<file path="src/acc_load_defines.vh">
// Constants for the accumulator load-from-control-register decoder
`ifndef ACC_LOAD_DEFINES_VH
`define ACC_LOAD_DEFINES_VH

// Data path widths
`define ACC_W 4
`define INSTR_W 10
`define SP_W 3
`define SRC_N 5

// Instruction codes, ten bits wide
`define OP_LOAD_ACC_FROM_STACK_PTR 10'h050
`define OP_LOAD_ACC_FROM_IRQ_CTRL_A 10'h054
`define OP_LOAD_ACC_FROM_IRQ_CTRL_B 10'h055
`define OP_LOAD_ACC_FROM_TMR_CTRL_A 10'h24b
`define OP_LOAD_ACC_FROM_TMR_CTRL_B 10'h24c

// Bit positions of the one-hot source select
`define SEL_STACK_PTR 0
`define SEL_IRQ_CTRL_A 1
`define SEL_IRQ_CTRL_B 2
`define SEL_TMR_CTRL_A 3
`define SEL_TMR_CTRL_B 4

// Reset values
`define ACC_RST 4'h0
`define CARRY_RST 1'b0
`define SEL_RST 5'h00

// Every instruction handled here is one word and one cycle
`define LOAD_WORDS 1
`define LOAD_CYCLES 1

`endif

</file>
<file path="src/acc_load_core.v">
// Accumulator load from stack pointer, interrupt and timer control registers
// Operation
// - Stack pointer bits 2..0 into accumulator bits 2..0
// - Stack pointer load clears accumulator bit 3
// - Load whole interrupt control A, one cycle
// - Load whole interrupt control B, one cycle
// - Load whole timer control A, one cycle
// - Load whole timer control B, one cycle
`timescale 1ns/1ps
`default_nettype none
`include "acc_load_defines.vh"

module acc_load_core #(
  parameter ACC_W = `ACC_W,
  parameter SP_W = `SP_W
) (
  input wire ref_clk,
  input wire rst_n,
  // Decoded instruction word, one word per cycle
  input wire [`INSTR_W-1:0] instr_word,
  input wire instr_valid,
  // Source register read buses
  input wire [SP_W-1:0] stack_pointer,
  input wire [ACC_W-1:0] irq_ctrl_a,
  input wire [ACC_W-1:0] irq_ctrl_b,
  input wire [ACC_W-1:0] tmr_ctrl_a,
  input wire [ACC_W-1:0] tmr_ctrl_b,
  // Accumulator write path used by the rest of the core
  input wire acc_ext_wr,
  input wire [ACC_W-1:0] acc_ext_data,
  // Carry flag write path used by the rest of the core
  input wire carry_ext_wr,
  input wire carry_ext_data,
  // Outputs, all from flip-flops
  output reg [ACC_W-1:0] acc_reg,
  output reg carry_flag_reg,
  output reg skip_reg,
  output reg load_done_reg,
  output reg [`SRC_N-1:0] load_src_reg,
  output reg busy_reg
);

  ////////////////////////////////////////////////////////////////////////
  // Execution states, one-hot
  localparam [1:0] ST_IDLE = 2'b01;
  localparam [1:0] ST_EXEC = 2'b10;

  reg [1:0] state_reg;
  reg [1:0] state_next;
  reg [ACC_W-1:0] acc_next;
  reg carry_flag_next;
  reg [`SRC_N-1:0] load_src_next;
  reg [ACC_W-1:0] src_data;

  wire [`SRC_N-1:0] src_sel;
  wire zero_fill_top;
  wire load_hit;
  wire [ACC_W-1:0] sp_ext;

  ////////////////////////////////////////////////////////////////////////
  // True when exactly one select bit is set
  function onehot_ok;
    input [`SRC_N-1:0] sel;
    integer i;
    reg [2:0] cnt;
    begin
      cnt = 3'd0;
      for (i = 0; i < `SRC_N; i = i + 1) begin
        cnt = cnt + {2'b00, sel[i]};
      end
      onehot_ok = (cnt == 3'd1);
    end
  endfunction

  ////////////////////////////////////////////////////////////////////////
  // Opcode decode
  acc_src_decode u_decode (
    .instr_word (instr_word),
    .instr_valid (instr_valid),
    .src_sel (src_sel),
    .zero_fill_top (zero_fill_top)
  );

  // A malformed select never loads anything
  assign load_hit = onehot_ok(src_sel);

  ////////////////////////////////////////////////////////////////////////
  // Stack pointer widened to accumulator width, top bits zero
  genvar g;
  generate
    for (g = 0; g < ACC_W; g = g + 1) begin : g_sp_ext
      if (g < SP_W) begin : g_copy
        assign sp_ext[g] = stack_pointer[g];
      end else begin : g_zero
        assign sp_ext[g] = 1'b0;
      end
    end
  endgenerate

  ////////////////////////////////////////////////////////////////////////
  // Source mux; the buses are only read, never driven back
  always @* begin
    src_data = {ACC_W{1'b0}};
    case (1'b1)
      src_sel[`SEL_STACK_PTR]: begin
        src_data = sp_ext;
        if (zero_fill_top) begin
          src_data[ACC_W-1] = 1'b0;
        end
      end
      src_sel[`SEL_IRQ_CTRL_A]: begin
        src_data = irq_ctrl_a;
      end
      src_sel[`SEL_IRQ_CTRL_B]: begin
        src_data = irq_ctrl_b;
      end
      src_sel[`SEL_TMR_CTRL_A]: begin
        src_data = tmr_ctrl_a;
      end
      src_sel[`SEL_TMR_CTRL_B]: begin
        src_data = tmr_ctrl_b;
      end
      default: begin
        src_data = {ACC_W{1'b0}};
      end
    endcase
  end

  ////////////////////////////////////////////////////////////////////////
  // Accumulator next value; a decoded load wins over the core's own write
  // since both cannot be legal in the same instruction slot
  always @* begin
    acc_next = acc_reg;
    if (load_hit) begin
      acc_next = src_data;
    end else if (acc_ext_wr) begin
      acc_next = acc_ext_data;
    end
  end

  ////////////////////////////////////////////////////////////////////////
  // Carry is left alone by every load handled here
  always @* begin
    carry_flag_next = carry_flag_reg;
    if (carry_ext_wr && !load_hit) begin
      carry_flag_next = carry_ext_data;
    end
  end

  ////////////////////////////////////////////////////////////////////////
  // Remember which source the last load used, for the core's trace
  always @* begin
    load_src_next = load_src_reg;
    if (load_hit) begin
      load_src_next = src_sel;
    end
  end

  ////////////////////////////////////////////////////////////////////////
  // Single-cycle execution: EXEC lasts exactly the cycle after a hit
  always @* begin
    state_next = ST_IDLE;
    case (state_reg)
      ST_IDLE: begin
        if (load_hit) begin
          state_next = ST_EXEC;
        end
      end
      ST_EXEC: begin
        if (load_hit) begin
          state_next = ST_EXEC; // Back-to-back loads allowed
        end
      end
      default: begin
        state_next = ST_IDLE;
      end
    endcase
  end

  ////////////////////////////////////////////////////////////////////////
  // State and accumulator registers
  always @(posedge ref_clk or negedge rst_n) begin
    if (!rst_n) begin
      state_reg <= ST_IDLE;
      acc_reg <= `ACC_RST;
      carry_flag_reg <= `CARRY_RST;
      load_src_reg <= `SEL_RST;
    end else begin
      state_reg <= state_next;
      acc_reg <= acc_next;
      carry_flag_reg <= carry_flag_next;
      load_src_reg <= load_src_next;
    end
  end

  ////////////////////////////////////////////////////////////////////////
  // Status outputs; skip is never requested by these loads
  always @(posedge ref_clk or negedge rst_n) begin
    if (!rst_n) begin
      skip_reg <= 1'b0;
      load_done_reg <= 1'b0;
      busy_reg <= 1'b0;
    end else begin
      skip_reg <= 1'b0;
      load_done_reg <= load_hit;
      busy_reg <= (state_next == ST_EXEC);
    end
  end

endmodule // acc_load_core
`default_nettype wire

</file>
<file path="src/acc_src_decode.v">
// Opcode decoder that picks the accumulator load source
`timescale 1ns/1ps
`default_nettype none
`include "acc_load_defines.vh"

module acc_src_decode (
  input wire [`INSTR_W-1:0] instr_word,
  input wire instr_valid,
  output reg [`SRC_N-1:0] src_sel,
  output reg zero_fill_top
);

  ////////////////////////////////////////////////////////////////////////
  // Full ten-bit compare; any other code selects nothing
  always @* begin
    src_sel = `SEL_RST;
    zero_fill_top = 1'b0;
    if (instr_valid) begin
      case (instr_word)
        `OP_LOAD_ACC_FROM_STACK_PTR: begin
          src_sel[`SEL_STACK_PTR] = 1'b1;
          zero_fill_top = 1'b1;
        end
        `OP_LOAD_ACC_FROM_IRQ_CTRL_A: begin
          src_sel[`SEL_IRQ_CTRL_A] = 1'b1;
        end
        `OP_LOAD_ACC_FROM_IRQ_CTRL_B: begin
          src_sel[`SEL_IRQ_CTRL_B] = 1'b1;
        end
        `OP_LOAD_ACC_FROM_TMR_CTRL_A: begin
          src_sel[`SEL_TMR_CTRL_A] = 1'b1;
        end
        `OP_LOAD_ACC_FROM_TMR_CTRL_B: begin
          src_sel[`SEL_TMR_CTRL_B] = 1'b1;
        end
        default: begin
          src_sel = `SEL_RST;
        end
      endcase
    end
  end

endmodule // acc_src_decode
`default_nettype wire

</file>
<file path="config.mk">
export PLATFORM = sky130hd
export DESIGN_NAME = acc_load_core
export DESIGN_NICKNAME = d
export VERILOG_FILES = /design/src/acc_load_core.v /design/src/acc_src_decode.v
export VERILOG_INCLUDE_DIRS = /design/src
export SDC_FILE = /design/constraint.sdc
export NUM_CORES = 1
export LEC_CHECK = 0
export BUFFER_PORTS_ARGS = -buffer_cell sky130_fd_sc_hd__buf_2
export CORE_ASPECT_RATIO = 1.5
export CORE_UTILIZATION = 38
export DETAILED_ROUTE_END_ITERATION = 7
export PLACE_DENSITY = 0.77
export SLEW_MARGIN = 20
export SYNTH_ARGS = -nofsm -noshare
export SYNTH_HDL_FRONTEND = slang
export SYNTH_SLANG_ARGS = --single-unit
</file>
<file path="constraint.sdc">
create_clock -name ref_clk -period 0.9 [get_ports ref_clk]
set_clock_uncertainty 0.05 [all_clocks]
set_input_delay 0.09 -clock ref_clk [delete_from_list [all_inputs] [get_ports ref_clk]]
set_output_delay 0.09 -clock ref_clk [all_outputs]
set_load 0.03 [all_outputs]
</file>
==> flow_metrics.env <==
export IMPL_outcome="finished, violations left"
export IMPL_violations="setup timing"
export IMPL_busiest_layer="met2"
export IMPL_die_area_sq_um=2450
export IMPL_crit_required_ps=1010
export IMPL_powerDensity_nw_per_um2=874
export IMPL_start_kind="primary input"
export IMPL_placed_area_sq_um=1300
export IMPL_gp_congestion=0.844
export IMPL_drtPass1Iterations=4
export IMPL_crit_type="primary input to flop"
export IMPL_core_sq_um=2080
export IMPL_grtUsageMet3_pct=1.49
export IMPL_drtIter0Drc=26
export IMPL_ys_ff_latch=13
export IMPL_min_path_type="primary input to flop"
export IMPL_clkTransAtPathRegs_ps=80
export IMPL_die_h_microns=60.1
export IMPL_h_tree_depth=1
export IMPL_grt_use_met2_pct=47.8
export IMPL_diodes=0
export IMPL_drv_slew=0
export IMPL_arrival_ps=2780
export IMPL_port_buffers=50
export IMPL_ant_nets=0
export IMPL_ys_seq_area_share_pct=38.2
export IMPL_final_period_utilization_pct=296
export IMPL_hold_viol=0
export IMPL_grt_pass1_vias=1061
export IMPL_p_leak_nw=0.808
export IMPL_postLayoutCellArea_sq_um=1610
export IMPL_ios=52
export IMPL_cts_tree="built"
export IMPL_rows=20
export IMPL_synthFlopType="dfrtp_1"
export IMPL_yosysTopAreaCellShare_pct=35.1
export IMPL_setup_viol=25
export IMPL_drcViolationCount=0
export IMPL_die_width_microns=40.7
export IMPL_post_drt_wl_per_cell_microns=15.4
export IMPL_avgSynthCellArea_sq_um=9.94
export IMPL_track_usage_pct=26.8
export IMPL_dp_final_hpwl_mm=2.02
export IMPL_worst_slack_ps=-1760
export IMPL_fillers=136
export IMPL_cts_root_buf="clkbuf_4"
export IMPL_areaGrowthSynthToFinish_pct=88.0
export IMPL_antenna_found_initial=0
export IMPL_critPathCaptureType="flop"
export IMPL_worstSkewPairLatency_ps=270
export IMPL_nets=214
export IMPL_synth_edff_count=0
export IMPL_total_power_mw=1.40
export IMPL_yosysTopAreaCell="dfrtp_1"
export IMPL_globalRouteMet1Util_pct=27.1
export IMPL_viasPerCell=5.34
export IMPL_synth_area_top_cells="dfrtp_1 35%, nand2_1 4.8%, a222oi_1 4.7%"
export IMPL_cts_buffer_depth=2
export IMPL_gr_total_overflow=0
export IMPL_period_minus_slack_ps=2660
export IMPL_whs_ps=84.1
export IMPL_drv_cap=0
export IMPL_path_max_fanout=4
export IMPL_initial_core_util_pct=41.1
export IMPL_grt_max_degree=14
export IMPL_ys_warn_count=0
export IMPL_synth_fp_nets=128
export IMPL_grt_pass1_wl_mm=4.33
export IMPL_vias=1030
export IMPL_synth_distinct_cells=34
export IMPL_ir_drop_v=0.000488
export IMPL_largest_reg_flops=5
export IMPL_tns_ps=-22540
export IMPL_pre_cts_ws_ps=-2040
export IMPL_netlist_area_sq_um=855
export IMPL_drt_wl_total_mm=2.98
export IMPL_synthArstFlopShare_pct=100
export IMPL_syn_instance_count=86
export IMPL_yosysMostFrequentCell="dfrtp_1"
export IMPL_rsz0062_at_grt="true"
export IMPL_drive_gt1_share_pct=66.7
export IMPL_synthTopCellsByCount="12 x dfrtp_1, 11 x nand2_1, 7 x a21oi_1, 5 x nor2_1"
export IMPL_fmax_mhz=376
export IMPL_numCtsBuffers=3
export IMPL_cts_sinks=13
[path summary, 6_finish.rpt]
check / from / to / slack (ps) / cells after the start
max in group asynchronous: rst_n / state_reg[0] / 350 / 2
min in group asynchronous: rst_n / load_src_reg[4] / 170 / 2
max reg2reg: state_reg[0] / state_reg[0] / -170 / 3
min: acc_ext_data[3] / acc_reg[3] / 80 / 3
min reg2reg: load_src_reg[3] / load_src_reg[3] / 500 / 2
max: instr_word[8] / carry_flag_reg / -1760 / 11
[cell families (layout without fill, tap and decap cells)]
| logic type | Yosys count | count (layout) | synth area share (%) |
|---|---|---|---|
| AO/OA/AOI/OAI | 24 | 24 | 19.8 |
| other | 1 | 1 | 0.439 |
| XOR/XNOR | 1 | 1 | 1.03 |
| buffers and inverters | 8 | 93 | 4.39 |
| AND/OR/NAND/NOR | 31 | 31 | 24.0 |
| adder cells (fa/ha/maj) | 3 | 3 | 6.15 |
| multiplexers | 5 | 5 | 6.00 |
| flip-flops | 13 | 13 | 38.2 |
[layout by cell type, fill, tap and decap left out, drive strengths merged, types with 2 or more instances in the layout]
cell         count
buf             80
dfrtp           12
nand2           11
a21oi            7
dlygate4sd3      5
nor2             5
a21o             5
a222oi           4
mux2i            4
clkbuf           4
inv              4
o21ai            4
o31ai            3
and4b            2
and2             2
nor4b            2
fa               2
[through the flow]
stage | instances | util [%]
4_1_cts | 190 | 74.5
5_1_grt | 193 | 77.3
2_1_floorplan | 86 | -
3_5_place_dp | 175 | 62.7
3_3_place_gp | 175 | 62.7
6_report | 193 | 77.3
[cell type report]
| class | count | area [sq um] | area share [%] |
|---|---|---|---|
| Timing Repair Buffer | 85 | 631 | 39.3 |
| Multi-Input combinational cell | 65 | 578 | 36.0 |
| Tap cell | 22 | 27.5 | 1.71 |
| Sequential cell | 13 | 327 | 20.3 |
| Inverter | 4 | 17.5 | 1.09 |
| Clock buffer | 4 | 26.3 | 1.64 |
[what timing repair did]
action | CTS | global route
resized for setup | 37 | 12
hold buffers | 5 | 0
pin swaps | 4 | 1
setup endpoints to repair | 25 | 25
hold endpoints to repair | 17 | 0
buffers inserted | 6 | 4
[critical path, cell delays in order]
cell and delay (ps):
buf_6 100, nor2_4 80, and4b_1 230, or3b_4 390, fa_1 460, fa_2 350, inv_2 70, ha_4 200
or3_4 380, nand2_1 90, mux2_2 330
[where the power goes]
group	switching (mW)	internal [mW]	total [mW]
logic	0.193	0.224	0.417
registers	0.0184	0.607	0.626
clock network	0.189	0.172	0.361
total	0.401	1.00	1.40
[per-layer routing]
layer  part of all wire, %  vias to the layer above  routed length, microns
li1                      -                      490                       -
met1                    35                      476                    1050
met3                   3.2                       14                      94
met4                   5.8                        0                     172
met2                    56                       50                    1670
met5                     0                        -                       0
(Power assumes the default switching activity.)
